`config.mk`:
```
export PLATFORM = sky130hd
export DESIGN_NAME = ebpwm_top
export DESIGN_NICKNAME = d
export VERILOG_FILES = /design/src/verilog/ebpwm_pkg.sv /design/src/verilog/ebpwm_top.sv
export SDC_FILE = /design/constraint.sdc
export NUM_CORES = 1
export LEC_CHECK = 0
export ABC_CLOCK_PERIOD_IN_PS = 7010
export BUFFER_PORTS_ARGS = -buffer_cell sky130_fd_sc_hd__buf_2
export CAP_MARGIN = 0
export CORE_UTILIZATION = 61
export DETAILED_ROUTE_END_ITERATION = 8
export GPL_ROUTABILITY_DRIVEN = 0
export PLACE_DENSITY = 0.92
export SLEW_MARGIN = 20
export SYNTH_ARGS = -nofsm -noshare
export SYNTH_HDL_FRONTEND = slang
export SYNTH_SLANG_ARGS = --single-unit
export TNS_END_PERCENT = 1
```
`constraint.sdc`:
```
create_clock -name clk_i -period 7.01 [get_ports clk_i]
set_clock_uncertainty 0.1 [all_clocks]
set_input_delay 1.402 -clock clk_i [delete_from_list [all_inputs] [get_ports clk_i]]
set_output_delay 1.402 -clock clk_i [all_outputs]
set_load 0.005 [all_outputs]
```
`src/verilog/ebpwm_pkg.sv`:
```
// package for the enhanced bridge pwm: register map, fields, modes, timing
// assumes a classic wishbone slave with 32-bit data, byte addresses
package ebpwm_pkg;
    // register byte offsets
    localparam logic [3:0] ADDR_PERIOD = 4'h0;
    localparam logic [3:0] ADDR_DUTY = 4'h4;
    localparam logic [3:0] ADDR_CTRL = 4'h8;
    localparam logic [3:0] ADDR_TBCTL = 4'hc;
    localparam logic [4:0] ADDR_CFG = 5'h10;
    localparam logic [4:0] ADDR_SHADOW = 5'h14;
    localparam logic [4:0] ADDR_STATUS = 5'h18;
    localparam logic [4:0] ADDR_CFG5 = 5'h10;
    // module control register fields
    localparam int CTRL_DIR = 7;
    localparam int CTRL_MODE_LO = 6;
    localparam int CTRL_DLO_HI = 5;
    localparam int CTRL_DLO_LO = 4;
    localparam int CTRL_POL_BD = 1;
    localparam int CTRL_POL_AC = 0;
    // timebase control fields
    localparam int TB_PS_HI = 1;
    localparam int TB_PS_LO = 0;
    // reset values
    localparam logic [7:0] PERIOD_RST = 8'hff;
    localparam logic [7:0] ZERO8 = 8'h00;
    // quarter-cycle count: one instruction cycle is four oscillator periods
    localparam logic [1:0] QMAX = 2'h3;
    // output configuration codes
    typedef enum logic [1:0] {
        EBPWM_SINGLE = 2'h0,
        EBPWM_HALF = 2'h2,
        EBPWM_FWD = 2'h1,
        EBPWM_REV = 2'h3
    } ebpwm_mode_e;
    // per-period shadowed settings
    typedef struct packed {
        logic [9:0] duty;
        logic [1:0] mode;
        logic [1:0] pol;
        logic [6:0] dband;
    } ebpwm_shadow_s;
    // bridge outputs, active-high before polarity
    typedef struct packed {
        logic a;
        logic b;
        logic c;
        logic d;
    } ebpwm_out_s;
endpackage

```
`src/verilog/ebpwm_top.sv`:
```
// enhanced bridge pwm: timebase, duty compare, half/full bridge steering
// assumes clk_i is the oscillator clock; one instruction cycle is 4 clocks
// Summary of operation
// - period match clears timebase, sets output unless duty is zero
// - period end copies duty into shadow
// - postscaler never affects pwm period
// - duty is eight high plus two low bits
// - duty writes anytime; shadow is read-only
// - clear when shadow equals extended timebase
// - duty beyond period keeps output high
// - two-bit field picks four output arrangements
// - single mode behaves as standard pwm
// - period is 4*(period+1)*prescale clocks
// - high time is duty*prescale clocks
// - prescale selects 1, 4 or 16
// - half bridge: a pwm, b complement
// - dead band delays activation by count cycles
// - dead band beyond duty keeps output inactive
// - full bridge: two outputs active only
// - direction change applies next period
// - reversal: b,d off, a,c swap early
// - no dead band in full bridge
// - settings load at period start only
// - dead band only on rising activation
// - polarity per a/c and b/d pair
module ebpwm_top (
    // clock and reset
    input wire logic clk_i,
    input wire logic rst_i,
    // wishbone slave
    input wire logic wb_cyc_i,
    input wire logic wb_stb_i,
    input wire logic wb_we_i,
    input wire logic [4:0] wb_adr_i,
    input wire logic [3:0] wb_sel_i,
    input wire logic [31:0] wb_dat_i,
    output logic [31:0] wb_dat_o,
    output logic wb_ack_o,
    // bridge outputs
    output logic output_a_o,
    output logic output_b_o,
    output logic output_c_o,
    output logic output_d_o,
    // timebase period-end pulse for the postscaler
    output logic period_end_o
);
    // registers written by software
    logic [7:0] period_register;
    logic [7:0] duty_write_register;
    logic [7:0] module_control_register;
    logic [7:0] timebase_control_register;
    logic [7:0] pwm_config_register;
    // timebase
    logic [1:0] qclk;
    logic [3:0] pre_cnt;
    logic [7:0] pwm_timebase;
    logic [1:0] ps_sel;
    ebpwm_pkg::ebpwm_shadow_s sh;
    logic pwm_raw;
    logic [8:0] db_clk;
    logic prev_raw;
    ebpwm_pkg::ebpwm_out_s act;

    // bus decode
    wire bus_req = wb_cyc_i & wb_stb_i & ~wb_ack_o;
    // writes land at the edge that shows ack to the master
    wire bus_wr = wb_cyc_i & wb_stb_i & wb_ack_o & wb_we_i & wb_sel_i[0];
    wire [7:0] wr_byte = wb_dat_i[7:0];
    wire sel_period = {1'b0, ebpwm_pkg::ADDR_PERIOD} == wb_adr_i;
    wire sel_duty = {1'b0, ebpwm_pkg::ADDR_DUTY} == wb_adr_i;
    wire sel_ctrl = {1'b0, ebpwm_pkg::ADDR_CTRL} == wb_adr_i;
    wire sel_tbctl = {1'b0, ebpwm_pkg::ADDR_TBCTL} == wb_adr_i;
    wire sel_cfg = ebpwm_pkg::ADDR_CFG5 == wb_adr_i;
    wire sel_shadow = ebpwm_pkg::ADDR_SHADOW == wb_adr_i;
    wire sel_status = ebpwm_pkg::ADDR_STATUS == wb_adr_i;
    wire [7:0] rd_byte = sel_period ? period_register :
                         sel_duty ? duty_write_register :
                         sel_ctrl ? module_control_register :
                         sel_tbctl ? timebase_control_register :
                         sel_cfg ? pwm_config_register :
                         sel_shadow ? sh.duty[9:2] :
                         sel_status ? {pwm_timebase} : 8'h00;
    wire [31:0] next_rd = {24'h000000, rd_byte};

    // prescale factor: 1, 4 or 16 instruction cycles per count
    wire [3:0] ps_max = (ps_sel == 2'h0) ? 4'h0 :
                        (ps_sel == 2'h1) ? 4'h3 : 4'hf;
    wire inst_end = qclk == ebpwm_pkg::QMAX;
    wire tick = inst_end && pre_cnt == ps_max;
    wire pmatch = pwm_timebase == period_register;
    wire new_period = tick & pmatch;
    wire [9:0] next_duty = {duty_write_register,
        module_control_register[ebpwm_pkg::CTRL_DLO_HI:ebpwm_pkg::CTRL_DLO_LO]};
    // low two bits: quarter clock for prescale 1, prescaler low bits for 4, prescaler top bits for 16
    wire [1:0] ext_lo = (ps_sel == 2'h0) ? qclk : pre_cnt[3:2] & {2{ps_sel != 2'h1}} | pre_cnt[1:0] & {2{ps_sel == 2'h1}};
    wire [9:0] ext_tb = {pwm_timebase, ext_lo};
    wire duty_hit = ext_tb == sh.duty;
    // output drops in the match cycle itself, so high time is exact
    wire pwm_eff = pwm_raw & ~duty_hit;
    wire [1:0] cfg_next = module_control_register[ebpwm_pkg::CTRL_MODE_LO +: 2];
    wire [1:0] pol_next = module_control_register[ebpwm_pkg::CTRL_POL_BD:ebpwm_pkg::CTRL_POL_AC];
    wire [6:0] dband_next = pwm_config_register[6:0];
    wire [1:0] ps_next = timebase_control_register[ebpwm_pkg::TB_PS_HI:ebpwm_pkg::TB_PS_LO];
    wire full_now = sh.mode == ebpwm_pkg::EBPWM_FWD || sh.mode == ebpwm_pkg::EBPWM_REV;
    wire full_next = module_control_register[ebpwm_pkg::CTRL_MODE_LO] == 1'b1;
    // last prescaled count before period end
    wire rev_pending = full_now && full_next &&
        module_control_register[ebpwm_pkg::CTRL_DIR +: 1] != sh.mode[1] && pmatch;
    wire rise = pwm_eff & ~prev_raw;
    wire fall = ~pwm_eff & prev_raw;
    wire [8:0] db_elapsed = (rise || fall) ? 9'h000 : db_clk;
    wire db_ok = db_elapsed >= {sh.dband, 2'h0};

    // output steering per mode
    always_comb begin
        act = '0;
        case (sh.mode)
            ebpwm_pkg::EBPWM_SINGLE: begin
                act.a = pwm_eff;
            end
            ebpwm_pkg::EBPWM_HALF: begin
                act.a = pwm_eff & db_ok;
                act.b = ~pwm_eff & db_ok;
            end
            ebpwm_pkg::EBPWM_FWD: begin
                act.a = ~rev_pending;
                act.c = rev_pending;
                act.d = pwm_eff & ~rev_pending;
            end
            ebpwm_pkg::EBPWM_REV: begin
                act.c = ~rev_pending;
                act.a = rev_pending;
                act.b = pwm_eff & ~rev_pending;
            end
            default: act = '0;
        endcase
    end
    // polarity: bit set drives the pair active-low
    wire pol_ac = sh.pol[ebpwm_pkg::CTRL_POL_AC];
    wire pol_bd = sh.pol[ebpwm_pkg::CTRL_POL_BD];

    // wishbone registers
    always_ff @(posedge clk_i) begin
        if (rst_i) begin
            wb_ack_o <= 1'b0;
            wb_dat_o <= 32'h00000000;
            period_register <= ebpwm_pkg::PERIOD_RST;
            duty_write_register <= ebpwm_pkg::ZERO8;
            module_control_register <= ebpwm_pkg::ZERO8;
            timebase_control_register <= ebpwm_pkg::ZERO8;
            pwm_config_register <= ebpwm_pkg::ZERO8;
        end else begin
            wb_ack_o <= bus_req;
            wb_dat_o <= next_rd;
            // duty writes never touch the running period; shadow is read-only
            if (bus_wr && sel_period) period_register <= wr_byte;
            if (bus_wr && sel_duty) duty_write_register <= wr_byte;
            if (bus_wr && sel_ctrl) module_control_register <= wr_byte;
            if (bus_wr && sel_tbctl) timebase_control_register <= wr_byte;
            if (bus_wr && sel_cfg) pwm_config_register <= wr_byte;
        end
    end

    // timebase and duty compare
    always_ff @(posedge clk_i) begin
        if (rst_i) begin
            qclk <= 2'h0;
            pre_cnt <= 4'h0;
            pwm_timebase <= 8'h00;
            ps_sel <= 2'h0;
            sh <= '0;
            pwm_raw <= 1'b0;
            period_end_o <= 1'b0;
        end else begin
            qclk <= qclk + 2'h1;
            period_end_o <= new_period;
            if (inst_end) pre_cnt <= (pre_cnt == ps_max) ? 4'h0 : pre_cnt + 4'h1;
            if (new_period) begin
                pwm_timebase <= 8'h00;
                // all settings latched together at the boundary
                sh.duty <= next_duty;
                sh.mode <= cfg_next;
                sh.pol <= pol_next;
                sh.dband <= dband_next;
                ps_sel <= ps_next;
                pwm_raw <= next_duty != 10'h000;
            end else begin
                if (tick) pwm_timebase <= pwm_timebase + 8'h01;
                if (duty_hit) pwm_raw <= 1'b0;
            end
        end
    end

    // dead band: clocks since the last pwm edge, saturating
    always_ff @(posedge clk_i) begin
        if (rst_i) begin
            prev_raw <= 1'b0;
            db_clk <= 9'h000;
        end else begin
            prev_raw <= pwm_eff;
            if (rise || fall) db_clk <= 9'h001;
            else if (db_clk != 9'h1ff) db_clk <= db_clk + 9'h001;
        end
    end

    // registered pins
    always_ff @(posedge clk_i) begin
        if (rst_i) begin
            output_a_o <= 1'b0;
            output_b_o <= 1'b0;
            output_c_o <= 1'b0;
            output_d_o <= 1'b0;
        end else begin
            output_a_o <= act.a ^ pol_ac;
            output_c_o <= act.c ^ pol_ac;
            output_b_o <= act.b ^ pol_bd;
            output_d_o <= act.d ^ pol_bd;
        end
    end

    // checks
    AST_PERIOD_CLEAR: assert property (@(posedge clk_i) disable iff (rst_i)
        new_period |=> pwm_timebase == 8'h00)
        else $error("timebase not cleared at period end");
    AST_ZERO_DUTY: assert property (@(posedge clk_i) disable iff (rst_i)
        new_period && next_duty == 10'h000 |=> !pwm_raw)
        else $error("output set with zero duty");
    AST_SHADOW_COPY: assert property (@(posedge clk_i) disable iff (rst_i)
        new_period |=> sh.duty == $past(next_duty))
        else $error("duty not copied to shadow");
    AST_SHADOW_HOLD: assert property (@(posedge clk_i) disable iff (rst_i)
        !new_period |=> $stable(sh))
        else $error("shadow changed mid period");
    AST_DUTY_CLEAR: assert property (@(posedge clk_i) disable iff (rst_i)
        duty_hit && !new_period |=> !pwm_raw)
        else $error("output not cleared at duty match");
    AST_PRESCALE: assert property (@(posedge clk_i) disable iff (rst_i)
        tick |-> qclk == 2'h3 && pre_cnt == ps_max)
        else $error("timebase advanced off prescale");
    AST_FULL_TWO: assert property (@(posedge clk_i) disable iff (rst_i)
        sh.mode == ebpwm_pkg::EBPWM_FWD |-> !act.b && (act.a != act.c))
        else $error("full bridge forward drives wrong outputs");
    AST_SINGLE_IDLE: assert property (@(posedge clk_i) disable iff (rst_i)
        sh.mode == ebpwm_pkg::EBPWM_SINGLE |-> !act.b && !act.c && !act.d)
        else $error("single mode drives unused output");
    AST_HALF_EXCL: assert property (@(posedge clk_i) disable iff (rst_i)
        sh.mode == ebpwm_pkg::EBPWM_HALF |-> !(act.a && act.b))
        else $error("half bridge both active");
    AST_ACK_ONE: assert property (@(posedge clk_i) disable iff (rst_i)
        wb_ack_o |=> !wb_ack_o)
        else $error("ack held two cycles");

    // bus checks
    AST_ACK_REQ: assert property (@(posedge clk_i) disable iff (rst_i)
        bus_req |=> wb_ack_o)
        else $error("request not acknowledged");

    AST_ACK_ONLY: assert property (@(posedge clk_i) disable iff (rst_i)
        !bus_req |=> !wb_ack_o)
        else $error("ack without request");

    AST_DUTY_WRITE: assert property (@(posedge clk_i) disable iff (rst_i)
        bus_wr && sel_duty |=> duty_write_register == $past(wr_byte))
        else $error("duty write lost");

    AST_DUTY_KEEP: assert property (@(posedge clk_i) disable iff (rst_i)
        !(bus_wr && sel_duty) |=> $stable(duty_write_register))
        else $error("duty register changed without write");

    AST_SHADOW_RO: assert property (@(posedge clk_i) disable iff (rst_i)
        bus_wr && sel_shadow && !new_period |=> $stable(sh))
        else $error("shadow written by bus");

    // timebase checks
    AST_TB_STEP: assert property (@(posedge clk_i) disable iff (rst_i)
        tick && !pmatch |=> pwm_timebase == $past(pwm_timebase) + 8'h01)
        else $error("timebase did not advance");

    AST_TB_HOLD: assert property (@(posedge clk_i) disable iff (rst_i)
        !tick |=> $stable(pwm_timebase))
        else $error("timebase moved between ticks");

    AST_PE_SET: assert property (@(posedge clk_i) disable iff (rst_i)
        new_period |=> period_end_o)
        else $error("period end pulse missing");

    AST_PE_ONLY: assert property (@(posedge clk_i) disable iff (rst_i)
        !new_period |=> !period_end_o)
        else $error("stray period end pulse");

    AST_PS_ONE: assert property (@(posedge clk_i) disable iff (rst_i)
        tick && ps_sel == 2'h0 |-> pre_cnt == 4'h0)
        else $error("prescale one wrong");

    AST_PS_FOUR: assert property (@(posedge clk_i) disable iff (rst_i)
        tick && ps_sel == 2'h1 |-> pre_cnt == 4'h3)
        else $error("prescale four wrong");

    AST_PS_SIXTEEN: assert property (@(posedge clk_i) disable iff (rst_i)
        tick && ps_sel[1] |-> pre_cnt == 4'hf)
        else $error("prescale sixteen wrong");

    // period boundary loads
    AST_SET_NONZERO: assert property (@(posedge clk_i) disable iff (rst_i)
        new_period && next_duty != 10'h000 |=> pwm_raw)
        else $error("output not set at period start");

    AST_KEEP_HIGH: assert property (@(posedge clk_i) disable iff (rst_i)
        pwm_raw && !duty_hit && !new_period |=> pwm_raw)
        else $error("output cleared without duty match");

    AST_MODE_LOAD: assert property (@(posedge clk_i) disable iff (rst_i)
        new_period |=> sh.mode == $past(cfg_next))
        else $error("configuration not loaded");

    AST_POL_LOAD: assert property (@(posedge clk_i) disable iff (rst_i)
        new_period |=> sh.pol == $past(pol_next))
        else $error("polarity not loaded");

    AST_DB_LOAD: assert property (@(posedge clk_i) disable iff (rst_i)
        new_period |=> sh.dband == $past(dband_next))
        else $error("dead band not loaded");

    AST_PS_LOAD: assert property (@(posedge clk_i) disable iff (rst_i)
        new_period |=> ps_sel == $past(ps_next))
        else $error("prescale not loaded");

    AST_PS_HOLD: assert property (@(posedge clk_i) disable iff (rst_i)
        !new_period |=> $stable(ps_sel))
        else $error("prescale changed mid period");

    // steering checks
    AST_SINGLE_A: assert property (@(posedge clk_i) disable iff (rst_i)
        sh.mode == ebpwm_pkg::EBPWM_SINGLE |-> act.a == pwm_eff)
        else $error("single output not pwm");

    AST_HALF_A: assert property (@(posedge clk_i) disable iff (rst_i)
        sh.mode == ebpwm_pkg::EBPWM_HALF && act.a |-> pwm_eff)
        else $error("half bridge a active while pwm low");

    AST_HALF_B: assert property (@(posedge clk_i) disable iff (rst_i)
        sh.mode == ebpwm_pkg::EBPWM_HALF && act.b |-> !pwm_eff)
        else $error("half bridge b active while pwm high");

    AST_HALF_CD: assert property (@(posedge clk_i) disable iff (rst_i)
        sh.mode == ebpwm_pkg::EBPWM_HALF |-> !act.c && !act.d)
        else $error("half bridge drives c or d");

    AST_DB_HOLD: assert property (@(posedge clk_i) disable iff (rst_i)
        sh.mode == ebpwm_pkg::EBPWM_HALF && (rise || fall) && sh.dband != 7'h00 |-> !act.a && !act.b)
        else $error("dead band skipped");

    AST_DB_RELEASE: assert property (@(posedge clk_i) disable iff (rst_i)
        sh.mode == ebpwm_pkg::EBPWM_HALF && pwm_eff && db_elapsed >= {sh.dband, 2'h0} |-> act.a)
        else $error("a not driven after dead band");

    AST_FULL_REV: assert property (@(posedge clk_i) disable iff (rst_i)
        sh.mode == ebpwm_pkg::EBPWM_REV |-> !act.d && (act.a != act.c))
        else $error("full bridge reverse drives wrong outputs");

    AST_NO_DB_FWD: assert property (@(posedge clk_i) disable iff (rst_i)
        sh.mode == ebpwm_pkg::EBPWM_FWD && !rev_pending |-> act.d == pwm_eff)
        else $error("forward d delayed");

    AST_NO_DB_REV: assert property (@(posedge clk_i) disable iff (rst_i)
        sh.mode == ebpwm_pkg::EBPWM_REV && !rev_pending |-> act.b == pwm_eff)
        else $error("reverse b delayed");

    AST_SWAP_OFF: assert property (@(posedge clk_i) disable iff (rst_i)
        rev_pending |-> !act.b && !act.d)
        else $error("modulated output active in swap");

    AST_SWAP_FWD: assert property (@(posedge clk_i) disable iff (rst_i)
        rev_pending && sh.mode == ebpwm_pkg::EBPWM_FWD |-> act.c && !act.a)
        else $error("forward swap wrong");

    AST_SWAP_REV: assert property (@(posedge clk_i) disable iff (rst_i)
        rev_pending && sh.mode == ebpwm_pkg::EBPWM_REV |-> act.a && !act.c)
        else $error("reverse swap wrong");
endmodule // ebpwm_top

```
; Word level (Yosys, flattened, before mapping)
; Cells that the tools add are included.
[classes]
add_sub_neg = 4
mul = 0
div_mod_pow = 0
n_lt_le_gt_ge = 1
eq_ne = 17
n_shift = 0
n_mux = 20
n_bitwise = 24
n_reduce_logical = 19
[op_table]
columns = op, count
row1 = $mux 8, 7
row2 = $eq 5x5->1 const A, 3
row3 = $and 1x1->1, 12
row4 = $mux 4, 3
row5 = $eq 10x10->1, 1
row6 = $eq 4x5->1 const A, 2
row7 = $reduce_bool 10->1, 1
row8 = $add 9x1->9 const B, 1
row9 = $ge 9x9->1, 1
row10 = $logic_and 1x1->1, 9
row11 = $mux 9, 1
row12 = $ne 9x9->1 const B, 1
row13 = $add 8x1->8 const B, 1
row14 = $eq 8x8->1, 1
row15 = $eq 2x2->1 const B, 3
row16 = $eq 3x5->1 const A, 1
row17 = $logic_not 5->1, 1
row18 = $mux 1, 5
row19 = $not 1->1, 5
row20 = $add 4x1->4 const B, 1
row21 = $and 2x2->2, 2
row22 = $eq 2x1->1 const B, 2
row23 = $eq 4x4->1, 1
row24 = $logic_not 2->1, 2
row25 = 11 further kinds, 18
[totals]
register_bits = 126
latch_bits = 0
ramBits = 0
romBits = 0
inputBits = 46
out_inout_bits = 38
wordCells = 110
n_memories = 0

; Longest topological paths before layout
; Gate-level depths: netlist of run 1.
[logic_depth]
ltp_word = 15
ltp_mapped = 15
ltp_nobuf = 14

; Least setup slack after synthesis of run 1
; Ideal clock, no wire load.
[synth_timing]
path_kind = register to register
from = reg pwm_timebase[3]
to = reg output_a_o
setup_ps = 121
arrival_time_ps = 3367
required_ps = 6789
path_slack_ps = 3422
stages_incl_launch_ff = 15
path_buffers = 1
synth_period_minus_slack_ps = 3588
cell_sequence = dfxtp_1 buf_6 xor2_2 nor4_2 nand2_1 o31ai_4 xor2_4 and2_2 ha_1 or4_1 o2111a_1 o21ai_0 o31ai_2 a221oi_2 mux2_2
[synth_via]
elab_chain_cells = 11
word_cells_on_any_way = 15
cone_classes = order compare: 1 / eq/ne: 2 / mux: 2 / bitwise: 8 / reduce/logical: 2
[synth_rtl]
columns = element, line
row1 = from (decl), ebpwm_top.sv:56  ; logic [7:0] pwm_timebase;
row2 = from (signal assigned), ebpwm_top.sv:188  ; if (tick) pwm_timebase <= pwm_timebase + 8'h01;
row3 = $eq 10x10->1, ebpwm_top.sv:97  ; wire duty_hit = ext_tb == sh.duty;
row4 = $not 1->1, ebpwm_top.sv:99  ; wire pwm_eff = pwm_raw & ~duty_hit;
row5 = $and 1x1->1, ebpwm_top.sv:99
row6 = $not 1->1, ebpwm_top.sv:110  ; wire fall = ~pwm_eff & prev_raw;
row7 = $and 1x1->1, ebpwm_top.sv:110
row8 = $logic_or 1x1->1, ebpwm_top.sv:111  ; wire [8:0] db_elapsed = (rise || fall) ? 9'h000 : db_clk;
row9 = $mux 9, ebpwm_top.sv:111
row10 = $ge 9x9->1, ebpwm_top.sv:112  ; wire db_ok = db_elapsed >= {sh.dband, 2'h0};
row11 = $and 1x1->1, ebpwm_top.sv:122  ; act.a = pwm_eff & db_ok;
row12 = $pmux 1 s4 (*), ebpwm_top.sv:117  ; case (sh.mode)
row13 = $xor 1x1->1 (*), ebpwm_top.sv:214  ; output_a_o <= act.a ^ pol_ac;
row14 = to (signal assigned), ebpwm_top.sv:214
row15 = to (decl), ebpwm_top.sv:40  ; output logic output_a_o,
; Every way passes the cells marked *; elsewhere a longest branch is shown, timed or not.
; A chain may end at the register's enable or synchronous reset.

; Final worst setup path of run 1
[layout_timing]
from = reg pwm_timebase[4]
to = reg output_a_o
; The elaborated chain is that of the path after synthesis.

==> flow_metrics.py, run 1 <==
metrics = {
    "floorplanning": {
        "dieArea_um2": 8774,
        "num_io_pins": 84,
        "fp.coreArea_um2": 8175,
        "dieWidth_um": 93.67,
        "die_y_um": 93.67,
        "rows": 33,
        "start_util_pct": 62.70,
    },
    "grt": {
        "track_usage_pct": 28.12,
        "overflow": 0,
        "grt_first_pass_wirelength_mm": 18.82,
        "grt_use_met3_pct": 5.987,
        "gr-usage-met1_pct": 32.93,
        "top_usage_layer": "met2",
        "grt_pass1_vias": 3965,
        "antenna_found_initial": 0,
        "grt_max_degree": 47,
        "met2_usage_pct": 46.69,
    },
    "clock_tree": {
        "cts_hold_buffers": 0,
        "cts_root_buffer": "clkbuf_8",
        "post-cts-setup-buffers": 0,
        "cts_resized": 0,
        "clockBufferDepth": 2,
        "cts_tree": "built",
        "cts_buffers": 9,
        "clock_latency_ns": 0.38,
        "htreeDepth": 3,
        "numClockSinks": 102,
        "clk_pin_slew_worst_paths_ns": 0.09,
    },
    "timing": {
        "max_slew_margin_pct": 26.69,
        "finalSetupTns_ns": 0,
        "final_max_slew_viol_count": 0,
        "hold_viol": 0,
        "worstMarginPinSlew_ns": 1.095,
        "setup_violations": 0,
        "period_needed_ns": 4.087,
        "fmax_mhz": 244.7,
        "setup_ws_ns": 2.923,
        "rsz0062_at_grt": "no",
        "finalCritPeriodShare_pct": 58.30,
    },
    "hold_path": {
        "holdPathStages": 1,
        "hp-start": "wb_ack_o",
        "min_to": "wb_ack_o",
        "worstHoldPathType": "reg -> reg",
    },
    "routing": {
        "drt_wl_total_mm": 11.46,
        "drc_errors": 0,
        "vias": 3987,
        "first_pass_iters": 6,
        "ant_nets": 0,
        "via_per_inst": 5.907,
        "drtIter0Drc": 354,
        "wire_per_inst_um": 16.97,
    },
    "cells_and_area": {
        "fill_cells": 618,
        "final_nets": 623,
        "n_antenna_cell": 0,
        "syn_to_final_growth_pct": 5.760,
        "drive_above_1_share_pct": 15.79,
    },
    "power": {
        "combPwrFrac_pct": 5.6,
        "switching_share_pct": 23.67,
        "clkPwrFrac_pct": 38.6,
        "p_leak_nw": 2.247,
        "peakVddDrop_v": 0.0001265,
        "p_per_area_nw_per_um2": 194.5,
        "internal-power_mw": 0.8048,
        "p_switching_mw": 0.2496,
        "seqPwrFrac_pct": 55.8,
    },
    "synth": {
        "ys_ff_latch": 102,
        "synth_area_um2": 5126,
        "synth_edf_count": 0,
        "yosysWarnings": 0,
        "synthCells": 547,
        "ys_seq_area_share_pct": 39.83,
        "synth.avg_cell_area_um2": 9.371,
        "synth.distinct_cells": 58,
        "synthArstFlopShare_pct": 0,
        "yosys_most_used_dff": "dfxtp_1",
    },
    "setup_path": {
        "critical_path_class": "reg -> reg",
        "reg2reg_depth": 13,
        "start_kind": "register",
        "crit_path_max_fanout": 9,
        "timing.rr.start": "pwm_timebase[4]",
        "endpoint_kind": "register",
        "r2r-end": "output_a_o",
        "ff2ff_setup_slack_ns": 2.92,
        "cp_data_required_time_ns": 7.17,
        "worstPathArrival_ns": 4.25,
    },
    "run": {
        "cap_violations": 0,
    },
    "place": {
        "port_buffers": 32,
        "dp.final_hpwl_mm": 7.984,
        "dp_worst_setup_slack_ns": 3.008,
    },
    "status": {
        "status": "finished, final reports clean",
    },
}
==> through the flow <==
step           utilization [%]  instance area, µm²  instances  power [mW]  hold WS, ns
5_1_grt                  66.31                5421        675       1.095       0.3890
2_1_floorplan                -                5213        570      0.6505       0.3167
3_5_place_dp             63.59                5199        659      0.6592       0.3603
6_report                 66.31                5421        675       1.054       0.3766
3_3_place_gp             63.59                5199        659      0.6566       0.3200
4_1_cts                  66.31                5421        675       1.058       0.3798
==> metal layers <==
layer	part of all wire, %	vias up	wire [µm]
li1	-	1857	-
met1	39	1869	4490
met2	49	202	5593
met3	7.0	59	800
met4	5.0	0	571
met5	0	-	0
==> flip-flops by register name, indices dropped and copies added, names as in the netlist, 2 cells and up <==
name,flops
db_clk,9
duty_write_register,8
module_control_register,8
period_register,8
pre_cnt,4
ps_sel,2
pwm_config_register,8
pwm_timebase,8
qclk,2
sh,19
timebase_control_register,8
wb_dat_o,8
==> synth_stat cells, drive strengths merged (2+ instances only) <==
master,n,area share [%]
a211o,8,1.4
a21oi,17,1.7
and2,7,1.0
and3,7,0.90
buf,33,5.0
clkbuf,17,1.2
dfxtp,102,40
ha,12,2.9
inv,9,0.66
mux2,10,2.2
mux2i,70,14
nand2,21,1.6
nand2b,2,0.29
nand3,8,0.78
nand4,5,0.61
nor2,106,8.5
nor2b,14,1.7
nor3,3,0.29
nor3b,2,0.39
nor4,9,1.8
o21a,3,0.44
o21ai,12,1.2
o21bai,2,0.29
o22ai,8,0.98
o31ai,2,0.66
or3,2,0.24
or4,4,0.59
xnor2,10,1.7
xor2,29,5.5
==> area by class of cell <==
type / instances / area [µm²] / area share [%]
inverter: 10 / 37.54 / 0.6924
clock buffer: 9 / 123.9 / 2.285
tap: 105 / 131.4 / 2.423
sequential: 102 / 2042 / 37.66
timing repair buffer: 34 / 175.2 / 3.231
clock inverter: 7 / 98.84 / 1.823
multi-input combinational: 408 / 2813 / 51.88
==> worst max path at each step <==
stage,startpoint,end,slack (ns),depth (start not counted)
floorplan,pwm_timebase[3],output_a_o,3.42,14
global placement,pwm_timebase[2],output_a_o,3.11,13
detailed placement,pwm_timebase[4],output_a_o,3.01,13
CTS,pwm_timebase[4],output_a_o,2.99,13
global route,pwm_timebase[2],output_a_o,2.76,13
finish,pwm_timebase[4],output_a_o,2.92,13
==> kinds of logic (layout without fill, tap and decap cells) <==
kind of cell | count (synthesis) | count (layout) | share of synthesized area (%)
simple gates | 193 | 193 | 19.09
mux | 80 | 80 | 15.87
xor+xnor | 39 | 39 | 7.176
flops | 102 | 102 | 39.83
compound gates | 60 | 60 | 8.055
buf+inv | 60 | 60 | 6.980
fa+ha+maj | 12 | 12 | 2.929
other cells | 1 | 24 | 0.07315
==> critical path, cell delays in order (launching register included) <==
cell      delay, ns
dfxtp_1        0.53
xor2_1         0.16
nor4_2         0.31
nand2_1        0.19
o31ai_4        0.47
xor2_4         0.17
and2_2         0.23
ha_1           0.28
or4_1          0.51
o2111a_1       0.15
o21ai_0        0.13
o31ai_2        0.14
a221oi_2       0.25
mux2_2         0.36
==> cells in the final DEF (no fill, tap or decap), types with 3 or more instances in the layout <==
cell / n
a211o_1: 8
a21oi_1: 17
and2_2: 6
and3_1: 5
buf_2: 32
clkbuf_8: 9
clkinv_4: 3
conb_1: 24
dfxtp_1: 102
ha_1: 12
inv_1: 8
mux2_2: 9
mux2i_1: 70
nand2_1: 20
nand3_1: 8
nand4_1: 5
nor2_1: 97
nor2_2: 8
nor2b_1: 14
nor3_1: 3
nor4_1: 5
nor4_2: 3
o21a_1: 3
o21ai_0: 12
o22ai_1: 8
or4_1: 4
xnor2_1: 10
xor2_1: 27
==> power groups by stage <==
stage | registers (mW) | clock network, mW | logic (mW)
6_report | 0.589 | 0.407 | 0.0588
5_1_grt | 0.590 | 0.440 | 0.0653
3_5_place_dp | 0.602 | 0 | 0.0571
2_1_floorplan | 0.600 | 0 | 0.0501
3_3_place_gp | 0.602 | 0 | 0.0550
4_1_cts | 0.588 | 0.412 | 0.0576
(Power assumes the default switching activity.)
==> run 2, diff against run 1 <==
Settings changed: ABC_CLOCK_PERIOD_IN_PS 7010 to 3270, CORE_UTILIZATION 61 to 51, PLACE_DENSITY 0.92 to 0.83.
Clock period 7.01 ns to 3.27 ns, I/O delays scaled along.
==> flow_metrics.py, run 2 (synthesized netlist as in run 1, its figures left out) <==
metrics = {
    "power": {
        "finalPower_mw": 2.178,
        "p_per_area_nw_per_um2": 373.9,
        "p_leak_nw": 2.454,
        "peakVddDrop_v": 0.0002420,
    },
    "timing": {
        "period_needed_ns": 3.561,
        "setup_ws_ns": -0.2908,
        "max_slew_margin_pct": 30.49,
        "hold_viol": 0,
        "worstMarginPinSlew_ns": 1.039,
        "setup_violations": 2,
        "finalCritPeriodShare_pct": 108.9,
        "fmax_mhz": 280.8,
        "final_max_slew_viol_count": 0,
        "rsz0062_at_grt": "yes",
        "hold_ws_ns": 0.3413,
    },
    "cells_and_area": {
        "n_antenna_cell": 0,
        "top_register": "sh",
        "syn_to_final_growth_pct": 13.62,
        "largest_reg_flops": 19,
        "top_regs": "sh (19), db_clk (9)",
        "multi_input_area_um2": 2922,
        "final_nets": 659,
        "final_cells": 739,
        "register_area_um2": 2047,
        "drive_above_1_share_pct": 22.94,
        "mostFrequentLayoutCells": "dfxtp_1 (98), nor2_1 (97), mux2i_1 (70)",
        "fill_cells": 817,
        "final_common_cell": "dfxtp_1",
        "postLayoutCellArea_um2": 5824,
    },
    "hold_path": {
        "hp-start": "wb_ack_o",
        "worstHoldPathType": "reg -> reg",
    },
    "routing": {
        "vias": 4078,
        "wire_per_inst_um": 16.33,
        "first_pass_iters": 5,
        "drt_wl_total_mm": 12.07,
        "ant_nets": 0,
        "via_per_inst": 5.518,
        "drtIter0Drc": 242,
        "drc_errors": 0,
    },
    "setup_path": {
        "start_kind": "register",
        "critical_path_class": "reg -> reg",
        "endpoint_kind": "register",
        "worstPathArrival_ns": 3.73,
        "crit_path_max_fanout": 4,
        "timing.rr.start": "pwm_timebase[3]",
        "cp_data_required_time_ns": 3.44,
        "cp-startpoint": "pwm_timebase[3]",
    },
    "clock_tree": {
        "cts_tree": "built",
        "cts_root_buffer": "clkbuf_8",
        "clockBufferDepth": 2,
        "htreeDepth": 3,
        "clock_latency_ns": 0.38,
        "clk_pin_slew_worst_paths_ns": 0.11,
        "numClockSinks": 102,
        "cts_buffers": 9,
    },
    "grt": {
        "grt_max_degree": 51,
        "grt_pass1_vias": 3875,
        "overflow": 0,
        "antenna_found_initial": 0,
        "track_usage_pct": 23.89,
        "grt_first_pass_wirelength_mm": 19.03,
    },
    "place": {
        "place_inst": 719,
        "post_dp_cell_area_um2": 5487,
        "port_buffers": 32,
        "dp.final_hpwl_mm": 8.233,
    },
    "run": {
        "cap_violations": 0,
    },
    "floorplanning": {
        "fp.coreArea_um2": 9774,
        "rows": 36,
        "die_y_um": 102.3,
        "dieWidth_um": 102.3,
        "num_io_pins": 84,
        "start_util_pct": 52.44,
        "dieArea_um2": 10460,
    },
    "status": {
        "status": "finished, violations left",
        "failed_checks": "setup timing",
    },
}
==> run 2: path summary, 6_finish.rpt <==
path	slack, ns	endpoint	cells past startpoint
setup / recovery	-0.29	output_a_o	14
hold / removal	0.34	wb_ack_o	1
setup reg to reg	-0.29	output_a_o	14
hold reg to reg	0.34	wb_ack_o	1
==> run 2: worst max-delay path, cell delays in order, from the launching register on <==
cell	delay, ns
dfxtp_2	0.35
xor2_2	0.17
nor4_2	0.31
nand2_1	0.17
o31ai_4	0.31
xor2_4	0.15
buf_6	0.14
and2_4	0.16
ha_4	0.16
or4_4	0.49
o2111a_1	0.17
o21ai_2	0.08
o31ai_4	0.10
a221oi_2	0.28
mux2_4	0.32
==> run 2: layout make-up <==
class | instances | area share, %
Multi-Input combinational cell | 408 | 50.16
Clock inverter | 7 | 1.074
Sequential cell | 102 | 35.14
Clock buffer | 9 | 2.127
Tap cell | 133 | 2.857
Inverter | 10 | 0.6445
Timing Repair Buffer | 70 | 7.991
==> run 2: through the flow <==
stage	setup TNS [ns]	worst slack (ns)	util, %
finish	-0.5364	-0.2908	59.59
global route	-0.7828	-0.4173	59.59
floorplan	-0.3933	-0.2468	-
global placement	-0.6044	-0.3406	56.13
detailed placement	-0.7296	-0.3978	56.13
CTS	-0.7574	-0.3794	59.02
==> run 2: repair_timing <==
item,4_1_cts,5_1_grt
cloned,0,0
pin swaps,10,11
setup endpoints to repair,2,2
setup buffers,3,1
resized for setup,16,11
hold buffers,0,0
==> run 2: power breakdown <==
| part | switching, mW | internal [mW] |
|---|---|---|
| Sequential | 0.00817 | 1.25 |
| Combinational | 0.0906 | 0.0530 |
| Clock | 0.480 | 0.295 |
==> run 2: routing by layer <==
| layer | global-route usage, % | share of wire, % | up-vias |
|---|---|---|---|
| li1 | - | - | 1928 |
| met1 | 29.39 | 42 | 1954 |
| met2 | 41.46 | 49 | 163 |
| met3 | 5.198 | 5.9 | 33 |
| met4 | 7.802 | 2.6 | 0 |
| met5 | 0 | 0 | - |
==> run 3, diff against run 2 <==
Settings changed: CORE_MARGIN set to 8.
==> flow_metrics.py, run 3 (synthesized netlist as in run 1, its figures left out) <==
metrics = {
    "status": {
        "status": "finished, violations left",
        "failed_checks": "setup timing",
    },
    "clock_tree": {
        "cts_root_buffer": "clkbuf_8",
        "cts_buffers": 9,
        "clk_pin_slew_worst_paths_ns": 0.11,
        "htreeDepth": 3,
        "cts_hold_buffers": 0,
        "clock_latency_ns": 0.37,
        "clockBufferDepth": 2,
        "cts_tree": "built",
        "numClockSinks": 102,
    },
    "setup_path": {
        "crit_path_max_fanout": 6,
        "worstPathArrival_ns": 3.76,
        "start_kind": "register",
        "endpoint_kind": "register",
        "timing.rr.start": "sh[16]",
        "critical_path_class": "reg -> reg",
        "cp-startpoint": "sh[16]",
        "cp_data_required_time_ns": 3.44,
    },
    "floorplanning": {
        "fp.coreArea_um2": 9774,
        "start_util_pct": 52.44,
        "die_y_um": 116.3,
        "dieArea_um2": 13520,
        "dieWidth_um": 116.3,
        "rows": 36,
        "num_io_pins": 84,
    },
    "grt": {
        "overflow": 0,
        "grt_pass1_vias": 4017,
        "track_usage_pct": 18.28,
        "grt_first_pass_wirelength_mm": 19.44,
        "grt_max_degree": 54,
        "antenna_found_initial": 0,
    },
    "cells_and_area": {
        "post-route-util_pct": 58.87,
        "final_nets": 659,
        "drive_above_1_share_pct": 22.11,
        "mostFrequentLayoutCells": "dfxtp_1 (99), nor2_1 (97), mux2i_1 (70)",
        "top_regs": "sh (19), db_clk (9)",
        "n_antenna_cell": 0,
        "postLayoutCellArea_um2": 5754,
        "fill_cells": 840,
        "syn_to_final_growth_pct": 12.25,
        "largest_reg_flops": 19,
        "final_common_cell": "dfxtp_1",
        "top_register": "sh",
    },
    "timing": {
        "hold_viol": 0,
        "hold_ws_ns": 0.3497,
        "setup_violations": 2,
        "finalCritPeriodShare_pct": 109.9,
        "setup_ws_ns": -0.3232,
        "worstMarginPinSlew_ns": 0.9304,
        "fmax_mhz": 278.3,
        "max_slew_margin_pct": 37.74,
        "final_max_slew_viol_count": 0,
        "period_needed_ns": 3.593,
        "finalSetupTns_ns": -0.6085,
        "rsz0062_at_grt": "yes",
    },
    "power": {
        "p_leak_nw": 2.431,
        "p_switching_mw": 0.5625,
        "internal-power_mw": 1.613,
        "combPwrFrac_pct": 6.4,
        "seqPwrFrac_pct": 57.9,
        "p_per_area_nw_per_um2": 378.0,
        "clkPwrFrac_pct": 35.7,
        "switching_share_pct": 25.86,
        "peakVddDrop_v": 0.0002352,
    },
    "routing": {
        "drt_wl_total_mm": 12.02,
        "drtIter0Drc": 254,
        "drc_errors": 0,
        "ant_nets": 0,
        "via_per_inst": 5.401,
        "vias": 3991,
        "first_pass_iters": 5,
        "wire_per_inst_um": 16.27,
    },
    "hold_path": {
        "hp-start": "wb_ack_o",
        "worstHoldPathType": "reg -> reg",
    },
    "place": {
        "dp_worst_setup_slack_ns": -0.3168,
        "port_buffers": 32,
        "dp.final_hpwl_mm": 8.790,
        "post_dp_cell_area_um2": 5482,
    },
    "run": {
        "cap_violations": 0,
    },
}
## run 3: changes by cell type in the layout (fill, tap and decap cells not counted), moves of 2 or more
cell / change
and2_2: +2
and2_4: -2
buf_4: +2
ha_1: +2
ha_4: -2
inv_6: -2
## run 3: what timing repair did
| item | CTS | global route |
|---|---|---|
| pin swaps | 6 | 11 |
| endpoints found under the setup margin | 2 | 2 |
| gates resized for setup | 5 | 9 |
| setup buffers | 2 | 1 |
## run 3: worst paths after layout
| path | end | cells past startpoint | slack (ns) |
|---|---|---|---|
| max | output_a_o | 13 | -0.32 |
| min | wb_ack_o | 1 | 0.35 |
| max reg2reg | output_a_o | 13 | -0.32 |
| min reg2reg | wb_ack_o | 1 | 0.35 |
## run 3: worst max-delay path: stages (launching register included)
cell,delay [ns]
dfxtp_2,0.35
xor2_2,0.17
nor4_2,0.30
nand2_1,0.16
o31ai_4,0.31
xor2_4,0.25
and2_4,0.19
ha_4,0.20
or4_4,0.51
o2111a_1,0.16
o21ai_1,0.10
o31ai_2,0.11
a221oi_2,0.24
mux2_2,0.35
## run 3: cell type report
type | instances | area [µm²] | area share, %
Clock buffer | 10 | 137.6 | 2.392
Clock inverter | 6 | 53.80 | 0.9350
Inverter | 10 | 37.54 | 0.6523
Multi-Input combinational cell | 408 | 2864 | 49.77
Sequential cell | 102 | 2046 | 35.55
Tap cell | 133 | 166.4 | 2.892
Timing Repair Buffer | 70 | 449.2 | 7.806
## run 3: layer usage
| metal | GRT usage (%) | vias up | part of all wire (%) |
|---|---|---|---|
| met1 | 22.78 | 1890 | 44 |
| met3 | 3.981 | 24 | 6.8 |
| met2 | 30.43 | 151 | 47 |
| met5 | 0 | - | 0 |
| li1 | - | 1926 | - |
| met4 | 6.482 | 0 | 2.2 |
## run 3: power groups by stage
stage / clock network [mW] / logic (mW) / registers [mW]
after CTS: 0.790 / 0.138 / 1.26
after floorplan: 0 / 0.107 / 1.29
after global placement: 0 / 0.132 / 1.29
after global routing: 0.844 / 0.153 / 1.26
final: 0.776 / 0.140 / 1.26
after detailed placement: 0 / 0.137 / 1.29
## run 3: stage by stage
stage | std cells | total power, mW
global placement | 720 | 1.420
CTS | 738 | 2.188
floorplan | 570 | 1.394
finish | 739 | 2.175
global route | 739 | 2.258
detailed placement | 720 | 1.425
